==> src/hw/crt_pkg.sv <==
// Purpose: Shared constants and carriers for the control register transfer unit
// Assumes: 16-bit data path, 23-bit segmented address (7-bit segment, 16-bit offset)
// Notes:   Operation codes are internal to this unit
package crt_pkg;

    localparam int unsigned WORD_W = 16;

    // Operation codes presented with a request
    typedef enum logic [3:0] {
        CRT_OP_LDA_NS   = 4'h0,
        CRT_OP_LDA_SEG  = 4'h1,
        CRT_OP_LOAD_RELATIVE_ADDRESS     = 4'h2,
        CRT_OP_FLAGS_WR = 4'h3,
        CRT_OP_FLAGS_RD = 4'h4,
        CRT_OP_FCW_WR   = 4'h5,
        CRT_OP_FCW_RD   = 4'h6,
        CRT_OP_REF_WR   = 4'h7,
        CRT_OP_REF_RD   = 4'h8,
        CRT_OP_SSEG_WR  = 4'h9,
        CRT_OP_SSEG_RD  = 4'hA,
        CRT_OP_SOFF_WR  = 4'hB,
        CRT_OP_SOFF_RD  = 4'hC,
        CRT_OP_NSEG_WR  = 4'hD,
        CRT_OP_NSEG_RD  = 4'hE
    } crt_op_e;

    // Write masks: bits that a load from a register may change
    localparam logic [7:0]  FLAGS_WR_MASK = 8'hFC;
    localparam logic [15:0] FCW_WR_MASK   = 16'hF8FC;
    localparam logic [15:0] REF_WR_MASK   = 16'hFFFE;
    localparam logic [15:0] SSEG_WR_MASK  = 16'h7F00;
    localparam logic [15:0] SOFF_WR_MASK  = 16'hFF00;
    // Read masks: bits returned in place, rest cleared
    localparam logic [15:0] REF_RD_MASK   = 16'h01FE;

    // Flags-and-control word fields
    localparam int unsigned FCW_SEG_BIT   = 15;
    localparam int unsigned FCW_SYS_BIT   = 14;
    localparam int unsigned FCW_VIE_BIT   = 12;
    localparam int unsigned FCW_NVIE_BIT  = 11;
    // Flag byte fields
    localparam int unsigned FLG_C_BIT     = 7;
    localparam int unsigned FLG_Z_BIT     = 6;
    localparam int unsigned FLG_S_BIT     = 5;
    localparam int unsigned FLG_PV_BIT    = 4;
    localparam int unsigned FLG_D_BIT     = 3;
    localparam int unsigned FLG_H_BIT     = 2;
    // Refresh fields
    localparam int unsigned REF_EN_BIT    = 15;
    localparam int unsigned REF_RATE_LSB  = 9;
    localparam int unsigned REF_CNT_LSB   = 1;
    // Segmented address: segment number in bits 30:24, reserved bits cleared
    localparam logic [31:0] SEG_ADDR_MASK = 32'h7F00FFFF;

    // Reset values
    localparam logic [15:0] FCW_RST  = 16'h4000;
    localparam logic [15:0] REF_RST  = 16'h0000;
    localparam logic [15:0] SSEG_RST = 16'h0000;
    localparam logic [15:0] SOFF_RST = 16'h0000;
    localparam logic [15:0] NSEG_RST = 16'h0000;

    typedef struct packed {
        crt_op_e     op;
        logic [15:0] src_word;
        logic [31:0] src_addr;
        logic [15:0] next_pc;
        logic [15:0] disp;
    } crt_req_s;

    typedef struct packed {
        logic        valid;
        logic        trap;
        logic        dst_long;
        logic [31:0] dst_data;
    } crt_rsp_s;

    typedef struct packed {
        logic [15:0] flags_control_word;
        logic [15:0] refresh;
        logic [15:0] sseg;
        logic [15:0] soff;
        logic [15:0] nseg;
        crt_rsp_s    rsp;
    } crt_state_s;

endpackage

==> src/hw/crt_unit.sv <==
// Purpose: Executes address loads and masked control register transfers
// Assumes: Decode supplies op, operands, effective address and next PC
// Notes:   One request per cycle; answer registered one edge later
//          Privilege is judged on the control word standing at the taking edge
//          Undefined read bits come back as zero so results stay repeatable
//
// Contract
// - Address load writes the computed operand address to destination, memory untouched.
// - Nonsegmented result is one word; segmented result fills a register pair.
// - Relative load adds signed 16-bit displacement to address after instruction.
// - Segmented relative result has all reserved bits cleared to zero.
// - Flag byte write copies source bits 2:7; low two flag bits kept.
// - Flag byte read returns bits 2:7, clears 0:1, flags unchanged.
// - Flag byte transfer allowed always; other control transfers need system mode.
// - Control word write loads bits 2:7 and 11:15, keeps 0,1,8,9,10.
// - Control word read returns 2:7 and 11:15, clears 0:1 and 8:10.
// - Refresh write loads bits 1:15, keeps bit 0.
// - Refresh read returns counter bits 1:8 only, bit 0 cleared.
// - Refresh counter occupies bits 1 through 8.
// - Status segment write loads only bits 8:14.
// - Status segment read returns 8:14, clears 0:7 and 15.
// - Status offset write loads only bits 8:15.
// - Status offset read returns 8:15, clears 0:7.
// - Normal stack segment write copies whole source word.
// - Normal stack segment read copies it out; no flags change.
`timescale 1ns/10ps
`default_nettype none

module crt_unit #(
    parameter bit SEGMENTED_PART = 1'b1
) (
    // Clock and reset
    input  wire logic              ref_clk,
    input  wire logic              arst_n,
    // Request
    input  wire logic              req_valid,
    input  wire crt_pkg::crt_req_s req,
    // Answer
    output logic                   rsp_valid,
    output logic                   rsp_trap,
    output logic                   rsp_dst_long,
    output logic [31:0]            rsp_dst_data,
    // Flags-and-control word and its mode bits
    output logic [15:0]            fcw_out,
    output logic                   seg_mode,
    output logic                   sys_mode,
    output logic                   vi_enable,
    output logic                   nvi_enable,
    // Refresh control fields
    output logic                   refresh_enable,
    output logic [5:0]             refresh_rate,
    output logic [7:0]             refresh_count,
    // Status area pointer halves and normal stack segment
    output logic [15:0]            status_area_segment,
    output logic [15:0]            status_area_offset,
    output logic [15:0]            normal_stack_segment
);

    crt_pkg::crt_state_s state_reg;
    crt_pkg::crt_state_s state_next;

    // Masked load: keep bits outside the mask
    function automatic logic [15:0] merge16(input logic [15:0] old_v,
                                            input logic [15:0] new_v,
                                            input logic [15:0] mask);
        merge16 = (old_v & ~mask) | (new_v & mask);
    endfunction

    // Every control register except the flag byte needs system mode
    function automatic logic needs_system_mode(input crt_pkg::crt_op_e op);
        case (op)
            crt_pkg::CRT_OP_FCW_WR,
            crt_pkg::CRT_OP_FCW_RD,
            crt_pkg::CRT_OP_REF_WR,
            crt_pkg::CRT_OP_REF_RD,
            crt_pkg::CRT_OP_SSEG_WR,
            crt_pkg::CRT_OP_SSEG_RD,
            crt_pkg::CRT_OP_SOFF_WR,
            crt_pkg::CRT_OP_SOFF_RD,
            crt_pkg::CRT_OP_NSEG_WR,
            crt_pkg::CRT_OP_NSEG_RD: begin
                needs_system_mode = 1'b1;
            end
            default: begin
                needs_system_mode = 1'b0;
            end
        endcase
    endfunction

    // Read-back view; cleared and undefined bits come back as zero
    function automatic logic [15:0] control_read(input crt_pkg::crt_op_e    op,
                                                 input crt_pkg::crt_state_s st);
        logic [15:0] view;
        view = 16'h0000;
        case (op)
            crt_pkg::CRT_OP_FLAGS_RD: begin
                view = {8'h00, st.flags_control_word[7:0] & crt_pkg::FLAGS_WR_MASK};
            end
            crt_pkg::CRT_OP_FCW_RD: begin
                view = st.flags_control_word & crt_pkg::FCW_WR_MASK;
            end
            crt_pkg::CRT_OP_REF_RD: begin
                view = st.refresh & crt_pkg::REF_RD_MASK;
            end
            crt_pkg::CRT_OP_SSEG_RD: begin
                view = st.sseg & crt_pkg::SSEG_WR_MASK;
            end
            crt_pkg::CRT_OP_SOFF_RD: begin
                view = st.soff & crt_pkg::SOFF_WR_MASK;
            end
            crt_pkg::CRT_OP_NSEG_RD: begin
                view = st.nseg;
            end
            default: begin
                view = 16'h0000;
            end
        endcase
        control_read = view;
    endfunction

    logic        priv_ok;
    logic [15:0] rel_off;
    logic [7:0]  flags_now;

    assign flags_now = state_reg.flags_control_word[7:0];
    // Unknown op codes pass here and trap in the decode below
    assign priv_ok = !needs_system_mode(req.op) || state_reg.flags_control_word[crt_pkg::FCW_SYS_BIT];
    // Offset wraps within the segment, segment number untouched
    assign rel_off = req.next_pc + req.disp;

    always_comb begin
        state_next = state_reg;
        state_next.rsp.valid    = req_valid;
        state_next.rsp.trap     = 1'b0;
        state_next.rsp.dst_long = 1'b0;
        state_next.rsp.dst_data = 32'h00000000;
        if (req_valid && !priv_ok) begin
            // Privilege fault: nothing is written
            state_next.rsp.trap = 1'b1;
        end else if (req_valid) begin
            case (req.op)
                crt_pkg::CRT_OP_LDA_NS: begin
                    state_next.rsp.dst_data = {16'h0000, req.src_addr[15:0]};
                end

                crt_pkg::CRT_OP_LDA_SEG: begin
                    // Reserved bits passed as computed; callers may not rely on them
                    state_next.rsp.dst_long = 1'b1;
                    state_next.rsp.dst_data = req.src_addr;
                end

                crt_pkg::CRT_OP_LOAD_RELATIVE_ADDRESS: begin
                    if (state_reg.flags_control_word[crt_pkg::FCW_SEG_BIT]) begin
                        state_next.rsp.dst_long = 1'b1;
                        state_next.rsp.dst_data = {req.src_addr[31:16], rel_off}
                                                  & crt_pkg::SEG_ADDR_MASK;
                    end else begin
                        state_next.rsp.dst_data = {16'h0000, rel_off};
                    end
                end

                crt_pkg::CRT_OP_FLAGS_WR: begin
                    state_next.flags_control_word[7:0] = (flags_now & ~crt_pkg::FLAGS_WR_MASK)
                                        | (req.src_word[7:0] & crt_pkg::FLAGS_WR_MASK);
                end

                crt_pkg::CRT_OP_FLAGS_RD: begin
                    state_next.rsp.dst_data = {16'h0000, control_read(req.op, state_reg)};
                end

                crt_pkg::CRT_OP_FCW_WR: begin
                    state_next.flags_control_word = merge16(state_reg.flags_control_word, req.src_word,
                                             crt_pkg::FCW_WR_MASK);
                end

                crt_pkg::CRT_OP_FCW_RD: begin
                    state_next.rsp.dst_data = {16'h0000, control_read(req.op, state_reg)};
                end

                crt_pkg::CRT_OP_REF_WR: begin
                    state_next.refresh = merge16(state_reg.refresh, req.src_word,
                                                 crt_pkg::REF_WR_MASK);
                end

                crt_pkg::CRT_OP_REF_RD: begin
                    state_next.rsp.dst_data = {16'h0000, control_read(req.op, state_reg)};
                end

                crt_pkg::CRT_OP_SSEG_WR: begin
                    state_next.sseg = merge16(state_reg.sseg, req.src_word,
                                              crt_pkg::SSEG_WR_MASK);
                end

                crt_pkg::CRT_OP_SSEG_RD: begin
                    state_next.rsp.dst_data = {16'h0000, control_read(req.op, state_reg)};
                end

                crt_pkg::CRT_OP_SOFF_WR: begin
                    state_next.soff = merge16(state_reg.soff, req.src_word,
                                              crt_pkg::SOFF_WR_MASK);
                end

                crt_pkg::CRT_OP_SOFF_RD: begin
                    state_next.rsp.dst_data = {16'h0000, control_read(req.op, state_reg)};
                end

                crt_pkg::CRT_OP_NSEG_WR: begin
                    state_next.nseg = req.src_word;
                end

                crt_pkg::CRT_OP_NSEG_RD: begin
                    state_next.rsp.dst_data = {16'h0000, control_read(req.op, state_reg)};
                end

                default: begin
                    state_next.rsp.trap = 1'b1;
                end
            endcase
        end
        // Nonsegmented part cannot enter segmented mode
        if (!SEGMENTED_PART) begin
            state_next.flags_control_word[crt_pkg::FCW_SEG_BIT] = 1'b0;
        end
    end

    always_ff @(posedge ref_clk or negedge arst_n) begin
        if (!arst_n) begin
            state_reg.flags_control_word      <= crt_pkg::FCW_RST;
            state_reg.refresh  <= crt_pkg::REF_RST;
            state_reg.sseg     <= crt_pkg::SSEG_RST;
            state_reg.soff     <= crt_pkg::SOFF_RST;
            state_reg.nseg     <= crt_pkg::NSEG_RST;
            state_reg.rsp      <= '0;
        end else begin
            state_reg <= state_next;
        end
    end

    // Answer
    assign rsp_valid            = state_reg.rsp.valid;
    assign rsp_trap             = state_reg.rsp.trap;
    assign rsp_dst_long         = state_reg.rsp.dst_long;
    assign rsp_dst_data         = state_reg.rsp.dst_data;

    // Control word and mode bits
    assign fcw_out              = state_reg.flags_control_word;
    assign seg_mode             = state_reg.flags_control_word[crt_pkg::FCW_SEG_BIT];
    assign sys_mode             = state_reg.flags_control_word[crt_pkg::FCW_SYS_BIT];
    assign vi_enable            = state_reg.flags_control_word[crt_pkg::FCW_VIE_BIT];
    assign nvi_enable           = state_reg.flags_control_word[crt_pkg::FCW_NVIE_BIT];

    // Refresh fields
    assign refresh_enable       = state_reg.refresh[crt_pkg::REF_EN_BIT];
    assign refresh_rate         = state_reg.refresh[crt_pkg::REF_RATE_LSB +: 6];
    assign refresh_count        = state_reg.refresh[crt_pkg::REF_CNT_LSB +: 8];

    // Pointer and stack registers
    assign status_area_segment  = state_reg.sseg;
    assign status_area_offset   = state_reg.soff;
    assign normal_stack_segment = state_reg.nseg;

endmodule

`default_nettype wire

==> config.mk <==
export PLATFORM = sky130hd
export DESIGN_NAME = crt_unit
export DESIGN_NICKNAME = d
export VERILOG_FILES = /design/src/hw/crt_pkg.sv /design/src/hw/crt_unit.sv
export SDC_FILE = /design/constraint.sdc
export NUM_CORES = 1
export LEC_CHECK = 0
export BUFFER_PORTS_ARGS = -buffer_cell sky130_fd_sc_hd__buf_2
export CORE_MARGIN = 2
export CORE_UTILIZATION = 30
export CTS_CLUSTER_DIAMETER = 50
export CTS_CLUSTER_SIZE = 40
export DETAILED_ROUTE_END_ITERATION = 8
export PLACE_DENSITY = 0.59
export SLEW_MARGIN = 20
export SYNTH_ARGS = -nofsm -noshare
export SYNTH_HDL_FRONTEND = slang
export SYNTH_SLANG_ARGS = --single-unit
==> constraint.sdc <==
create_clock -name ref_clk -period 3.7 [get_ports ref_clk]
set_input_delay 0.74 -clock ref_clk [delete_from_list [all_inputs] [get_ports ref_clk]]
set_output_delay 0.74 -clock ref_clk [all_outputs]
set_load 0.03 [all_outputs]
Word-level counts from Yosys, hierarchy flattened

Memory sizes are Yosys's and may differ from the RTL's.
Index checks and enable logic that the tools add are counted.

Add/sub/neg operators: 1
Equality and inequality tests: 14
Mux-type cells: 9
Bitwise operators: 6
Reductions and logical operators: 13

Operators with widths:

| operator                                            | number |
|---|---|
| case mux 32 bit (9 select lines)                    | 1 |
| 2-to-1 mux 34 bit                                   | 1 |
| 2-to-1 mux 33 bit                                   | 1 |
| 2-to-1 mux 31 bit                                   | 1 |
| equality test 4 bit, second input constant          | 7 |
| AND reduction 3 bit                                 | 6 |
| adder 16 bit                                        | 1 |
| equality test 4 x 3 -> 1 bit, second input constant | 4 |
| bitwise OR 1 x 16 -> 16 bit                         | 1 |
| bitwise OR 11 x 16 -> 16 bit                        | 1 |
| bitwise OR 16 x 15 -> 16 bit                        | 1 |
| bitwise OR 8 x 16 -> 16 bit                         | 1 |
| case mux 8 bit (2 select lines)                     | 1 |
| OR reduction 15 bit                                 | 1 |
| equality test 4 x 2 -> 1 bit, second input constant | 2 |
| bitwise OR 2 x 8 -> 8 bit                           | 1 |
| equality test 4 x 1 -> 1 bit, second input constant | 1 |
| logical NOT 4 bit                                   | 1 |
| 2-to-1 mux 1 bit                                    | 3 |
| logical NOT 1 bit                                   | 2 |
| case mux 1 bit (2 select lines)                     | 1 |
| nonzero test 2 bit                                  | 1 |
| logical AND 1 bit                                   | 1 |
| logical OR 1 bit                                    | 1 |
| inverter 1 bit                                      | 1 |

Register bits: 115
Bits in read-only memories: 16
Bits of input ports: 87
Output and inout port bits: 118
Word-level logic and storage cells: 54
Memories: 1

Memories:

| name            | words | width | read ports | clocked after memory_dff | write ports | line           | source |
|---|---|---|---|---|---|---|---|
| (no name shown) | 16    | 1     | 1          | 0                        | 0           | crt_unit.sv:71 | `case (op)` |

Logic depth before layout (Yosys ltp)

Gate-level depths: netlist (run 1).
An unclocked memory read counts as a cell.

Depth in word-level cells: 7
Gate-level depth with buffers: 8
Depth with buffers taken out: 8

Worst setup path after synthesis (run 1)

Ideal clock, no wire load.

Kind: input-to-reg
From: input port req[0] in the netlist's numbering
To: register state_reg, in the netlist rsp_dst_data[14]
Library setup time: 129 ps
Arrival time: 2221 ps
Data required time: 3571 ps
Slack: 1351 ps
Cell stages on the path: 8
Buffers on the path: 0
Cells stage by stage: ha_1 -> inv_1 -> fa_1 -> nor2b_1 -> o211ai_1 -> a21oi_1 -> a311o_1 -> o211ai_2

RTL lines:

| item                   | line            | source |
|---|---|---|
| start: declaration     | crt_unit.sv:37  | `input wire crt_pkg::crt_req_s req,` |
| end signal: assignment | crt_unit.sv:235 | `state_reg <= state_next;` |
| end: declaration       | crt_unit.sv:59  | `crt_pkg::crt_state_s state_reg;` |

==> impl_metrics.py, run 1 <==
metrics = {
    "setup_path": {
        "crit_type": "primary input to flip-flop",
        "crit_buf_inv": 2,
        "crit_cells": 9,
        "cpPeakStageDelay_ns": 0.48,
        "critPathMaxFanout": 6,
        "r2r_cells": 4,
        "r2r_start": "fcw_out[14]",
        "endpoint_kind": "flip-flop",
        "r2r_slack_ns": 1.64,
        "worstSetupStartpoint": "req[0]",
        "critPathLaunchType": "primary input",
        "cp_slowest_cell": "a21oi_1",
        "worst_ep_required_time_ns": 3.92,
        "crit_chain": "buf_2, ha_1, inv_1, fa_1, nor2b_1, o211ai_1, a21oi_1, a311o_1, o211ai_2",
        "r2r-end": "fcw_out[3]",
        "critPathCapture": "rsp_dst_data[14]",
        "worstPathArrival_ns": 2.67,
        "crit_family": "compound AO/OA/AOI/OAI gates",
    },
    "floorplan": {
        "io_pins": 205,
        "die_h_um": 133,
        "die_w_um": 133,
        "core-area_um2": 16400,
        "die_area_um2": 17600,
        "rows": 47,
        "initial_core_util_pct": 30.3,
    },
    "detailed_routing": {
        "drc": 0,
        "vias": 4220,
        "wl_per_cell_um": 18.2,
        "avgViaCountPerCell": 5.02,
        "wirelength_mm": 15.3,
        "drt_pass1_iterations": 4,
        "ant_nets": 0,
        "drt-initial-drc-count": 216,
    },
    "pwr": {
        "ir_drop_mv": 0.208,
        "p_per_area_nw_per_um2": 385,
        "power.leakage_nw": 3.28,
    },
    "timing": {
        "drv_slew": 0,
        "fin_crit_ns": 2.45,
        "fin_crit_sh_pct": 66.2,
        "slew_headroom_pct": 46.4,
        "setup_viol": 0,
        "worst_pin_slew_ns": 0.805,
        "rsz0062_at_grt": "no",
        "fin_setup_tns_ns": 0,
        "hold_slack_ns": 0.447,
        "finClkSkew_ns": 0.00404,
        "max_freq_ghz": 0.408,
        "hold_viol": 0,
    },
    "grt": {
        "antenna_found_initial": 2,
        "grt_pass1_vias": 4385,
        "gr-usage-all-layers_pct": 17.4,
        "grt_max_degree": 85,
        "grt_overflow": 0,
        "grt_first_pass_wirelength_mm": 23.9,
    },
    "synthesis": {
        "yosys_warnings": 0,
        "synth_edf_count": 0,
        "synthArstFlopShare_pct": 100,
        "syn-instance-count": 441,
        "ys_seq_elements": 92,
        "yosysUniqueCellTypes": 58,
        "ys_seq_area_share_pct": 46.3,
        "syn_area_per_cell_um2": 11.3,
        "synthFlopType": "dfrtp_1",
        "syn-cell-area_um2": 4980,
    },
    "clocking": {
        "cts_root_buffer": "clkbuf_16",
        "cts_resized": 0,
        "cts.clk_slew.worst_paths_ns": 0.07,
        "cts_inserted_buffers": 9,
        "insertion_delay_ns": 0.35,
        "cts_hold_buf": 0,
        "post_cts_buffers": 0,
        "cts_tree": "built",
        "clockBufferDepth": 2,
        "cts_sinks": 92,
        "htreeDepth": 3,
    },
    "outcome": {
        "status": "complete, no violations",
    },
    "cells_and_area": {
        "area_delta_synth_final_pct": 26.7,
        "final_nets": 718,
        "final_layout_size_suffix_gt1_share_pct": 44.9,
    },
    "flow_run": {
        "drv_cap": 0,
    },
    "placed_design": {
        "port_buffers": 182,
        "hpwlAfterDp_mm": 11.7,
        "place_congestion": 0.834,
    },
    "hold_path": {
        "hp-class": "primary input to async pin",
    },
}
per-layer routing:
metal	track usage, %	routed length (µm)	up-vias
li1	-	-	1941
met1	22.2	6820	2100
met2	28.6	7270	159
met3	5.33	1010	18
met4	4.72	150	2
met5	0	11	-
logic make-up (layout without fill, tap and decap cells):
kind of cell | count (synthesis) | in the layout | synth area share, %
compound gates | 111 | 111 | 15.9
xor+xnor | 5 | 5 | 0.880
fa+ha+maj | 17 | 17 | 4.40
buf+inv | 50 | 207 | 6.46
flops | 92 | 92 | 46.3
mux | 65 | 65 | 14.6
other cells | 1 | 23 | 0.0753
simple gates | 100 | 100 | 11.3
placed cells by master (no fill, tap or decap), types with 4 or more instances in the layout:
cell and count:
a21o_1 8, buf_4 4, a22oi_1 18, o211ai_1 6, nand2b_1 4, nor2b_1 11, a32oi_1 8, dfrtp_1 91
inv_1 6, or3_1 5, nand2_1 17, ha_1 15, mux2_2 62, nor2_1 17, clkbuf_16 9, conb_1 22
and2_1 19, nand3_1 9, o21ai_0 11, o22ai_1 13, buf_2 181, a21oi_1 19
power breakdown:
part           total, mW  switching (mW)  internal, mW
clock network       1.00           0.391         0.610
registers           1.04          0.0146          1.03
logic              0.387           0.257         0.131
sequential cells by signal, indices dropped and copies added, names as in the netlist:
name and flops:
normal_stack_segment 16, refresh_count 8, rsp_trap 1, refresh_enable 1, status_area_offset 8, rsp_dst_long 1
rsp_dst_data 32, status_area_segment 7, fcw_out 11, refresh_rate 6, rsp_valid 1
area by class of cell:
cell class                      count  area, µm²
Fill cell                        1645      10100
Multi-Input combinational cell    320       2430
Sequential cell                    92       2300
Timing Repair Buffer              186        947
Tap cell                          220        275
Clock buffer                       10        239
Clock inverter                      5       85.1
Inverter                            6       22.5
Antenna cell                        1       2.50
per-stage QoR:
step / area (µm²) / power (mW) / instances / utilization (%) / setup slack, ns
2_1_floorplan: 5060 / 1.31 / 462 / - / 1.35
3_3_place_gp: 5980 / 1.44 / 824 / 36.4 / 0.962
3_5_place_dp: 5980 / 1.44 / 824 / 36.4 / 0.910
4_1_cts: 6300 / 2.46 / 839 / 38.4 / 1.28
5_1_grt: 6300 / 2.54 / 839 / 38.4 / 1.11
6_report: 6310 / 2.43 / 840 / 38.4 / 1.25
how the worst min path moves through the flow:
stage / start / cells past startpoint / to / slack, ns
4_1_cts: refresh_rate[2] / 1 / refresh_rate[2] / 0.51
5_1_grt: arst_n / 1 / refresh_count[0] / 0.52
6_report: arst_n / 1 / refresh_count[4] / 0.45
2_1_floorplan: arst_n / 0 / fcw_out[11] / 0.44
3_3_place_gp: refresh_rate[4] / 1 / refresh_rate[4] / 0.49
3_5_place_dp: refresh_rate[3] / 1 / refresh_rate[3] / 0.49
cell usage after synthesis, types with 3 or more instances:
library cell   n  area, µm²
nand3_1        9       45.0
a21oi_1       19       95.1
o21ai_0       11       55.1
a22oi_1       18        135
buf_4         29        218
nand4_1        3       18.8
o211ai_1       6       45.0
a21o_1         8       60.1
a31oi_1        3       18.8
o22ai_1       13       81.3
nand2_1       17       63.8
dfrtp_1       91       2280
inv_1          6       22.5
nor3_2         3       30.0
a32oi_1        8       70.1
buf_2          8       40.0
mux2_2        62        698
o21a_1         3       22.5
xnor2_1        3       26.3
or3_1          5       31.3
and2_1        19        119
nor2_1        17       63.8
clkbuf_1       5       18.8
ha_1          15        188
nor2b_1       11       68.8
nand2b_1       4       25.0
mux2i_1        3       30.0
worst reg2reg max path: stages, from the launching register on:
cell     delay, ns
dfstp_2       0.65
nor2b_1       0.16
a21oi_1       0.08
nor3b_2       0.63
mux2_2        0.42
No activity file was read; power rests on OpenSTA's default activity.
==> run 2: changes to the inputs <==
- clock period: 3.7 -> 2.45 ns (I/O delays scaled with it)
==> run 2 against run 1 <==
Sequential share of layout area down 1.2 points. Clock-buffer cell count is the same. Highest routed layer is now met4. Routed wire length increased by 1.7%. Final area grew 3.3%. Die area stayed put. Non-clock buffer count grew 25. Setup slack got worse by 0.82 ns. Utilization increased by 1.3 points.
==> impl_metrics.py, run 2 (synthesis gave the netlist of run 1 again) <==
metrics = {
    "clocking": {
        "cts_sinks": 92,
        "cts_hold_buf": 1,
        "cts.clk_slew.worst_paths_ns": 0.07,
        "cts_resized": 0,
        "htreeDepth": 3,
        "post_cts_buffers": 0,
        "cts_root_buffer": "clkbuf_16",
        "insertion_delay_ns": 0.35,
        "clockBufferDepth": 2,
        "cts_tree": "built",
        "cts_inserted_buffers": 9,
    },
    "setup_path": {
        "crit_type": "primary input to flip-flop",
        "worstPathArrival_ns": 2.26,
        "critPathLaunchType": "primary input",
        "r2r_cells": 5,
        "r2r-end": "rsp_dst_data[8]",
        "critPathMaxFanout": 4,
        "r2r_start": "fcw_out[14]",
        "endpoint_kind": "flip-flop",
        "worst_ep_required_time_ns": 2.69,
        "r2r_slack_ns": 0.62,
    },
    "detailed_routing": {
        "wl_per_cell_um": 17.9,
        "avgViaCountPerCell": 4.92,
        "drt_pass1_iterations": 4,
        "ant_nets": 0,
        "drt-initial-drc-count": 173,
        "wirelength_mm": 15.5,
        "drc": 0,
        "vias": 4259,
    },
    "timing": {
        "fin_crit_sh_pct": 82.2,
        "max_freq_ghz": 0.496,
        "hold_viol": 0,
        "setup_viol": 0,
        "fin_crit_ns": 2.01,
        "fin_setup_tns_ns": 0,
        "finClkSkew_ns": 0.00703,
        "drv_slew": 0,
        "slew_headroom_pct": 64.3,
        "rsz0062_at_grt": "no",
        "worst_pin_slew_ns": 0.534,
        "hold_slack_ns": 0.333,
    },
    "grt": {
        "use_met2_pct": 29.5,
        "grt_first_pass_wirelength_mm": 24.2,
        "grt_overflow": 0,
        "grt_pass1_vias": 4470,
        "gr-usage-all-layers_pct": 17.7,
        "use_met3_pct": 5.98,
        "busiest_layer": "met2",
        "antenna_found_initial": 1,
        "use_met1_pct": 21.4,
        "grt_max_degree": 51,
    },
    "placed_design": {
        "hpwlAfterDp_mm": 12.2,
        "place_congestion": 0.830,
        "port_buffers": 182,
    },
    "cells_and_area": {
        "largest_reg_flops": 32,
        "nFillCells": 1631,
        "final_cell_mix": "buf_2, dfrtp_1, mux2_2, buf_4, conb_1",
        "final_layout_size_suffix_gt1_share_pct": 46.8,
        "final_nets": 743,
        "area_delta_synth_final_pct": 30.9,
        "layout_commonest_cell": "buf_2",
    },
    "pwr": {
        "power.leakage_nw": 3.42,
        "p_int_mw": 2.67,
        "switching_power_mw": 1.04,
        "p_sw_share_pct": 28.0,
        "clkPwrFrac_pct": 41.2,
        "combPwrFrac_pct": 16.5,
        "pwr-share-seq_pct": 42.3,
        "p_per_area_nw_per_um2": 570,
        "ir_drop_mv": 0.453,
    },
    "floorplan": {
        "die_h_um": 133,
        "rows": 47,
        "io_pins": 205,
        "die_w_um": 133,
        "core-area_um2": 16400,
        "die_area_um2": 17600,
        "initial_core_util_pct": 30.3,
    },
    "hold_path": {
        "hold_end": "rsp_valid",
        "holdPathStages": 1,
        "hp-class": "primary input to flip-flop",
        "hp-start": "req_valid",
    },
    "outcome": {
        "status": "complete, no violations",
    },
    "flow_run": {
        "drv_cap": 0,
    },
}
-- run 2: cell type report --
class | instances | area [µm²] | area share, %
multi-input cells | 320 | 2430 | 37.3
flip-flops and latches | 92 | 2300 | 35.3
repair buffers | 211 | 1160 | 17.8
well taps | 220 | 275 | 4.22
clock buffers | 10 | 229 | 3.51
clock inverters | 6 | 93.8 | 1.44
inverters | 6 | 22.5 | 0.346
diodes | 1 | 2.50 | 0.0384
-- run 2: power groups by stage --
stage	clock network, mW	registers [mW]	logic [mW]
after floorplan	0	1.66	0.328
after global placement	0	1.60	0.606
after detailed placement	0	1.60	0.612
after CTS	1.57	1.57	0.616
after global routing	1.64	1.57	0.671
final	1.53	1.57	0.613
-- run 2: per-layer routing --
layer  vias up  routed length [µm]
li1       1991                   -
met1      2078                6640
met2       172                7470
met3        18                1160
met4         0                 244
met5         -                   0
-- run 2: how the worst max path moves through the flow --
stage           start          endpoint  slack, ns
4_1_cts        req[1]  rsp_dst_data[11]       0.46
5_1_grt        req[1]  rsp_dst_data[11]       0.34
2_1_floorplan  req[0]  rsp_dst_data[14]       0.35
3_5_place_dp   req[1]  rsp_dst_data[11]       0.09
3_3_place_gp   req[1]  rsp_dst_data[11]       0.11
6_report       req[1]  rsp_dst_data[11]       0.44
-- run 2: worst max-delay path, stage by stage --
cell and delay (ns):
buf_2 0.11, ha_1 0.32, a211oi_1 0.35, o211ai_1 0.21, and3_1 0.22, or3_1 0.30
a32o_1 0.25
-- run 2: through the flow --
step / power [mW] / worst slack, ns / std cells / util [%] / instance area (µm²)
after floorplan: 1.98 / 0.351 / 462 / - / 5060
after global placement: 2.20 / 0.110 / 848 / 37.7 / 6180
after detailed placement: 2.21 / 0.0866 / 848 / 37.7 / 6180
after CTS: 3.76 / 0.460 / 865 / 39.7 / 6510
after global routing: 3.88 / 0.339 / 866 / 39.7 / 6520
final: 3.71 / 0.436 / 866 / 39.7 / 6520
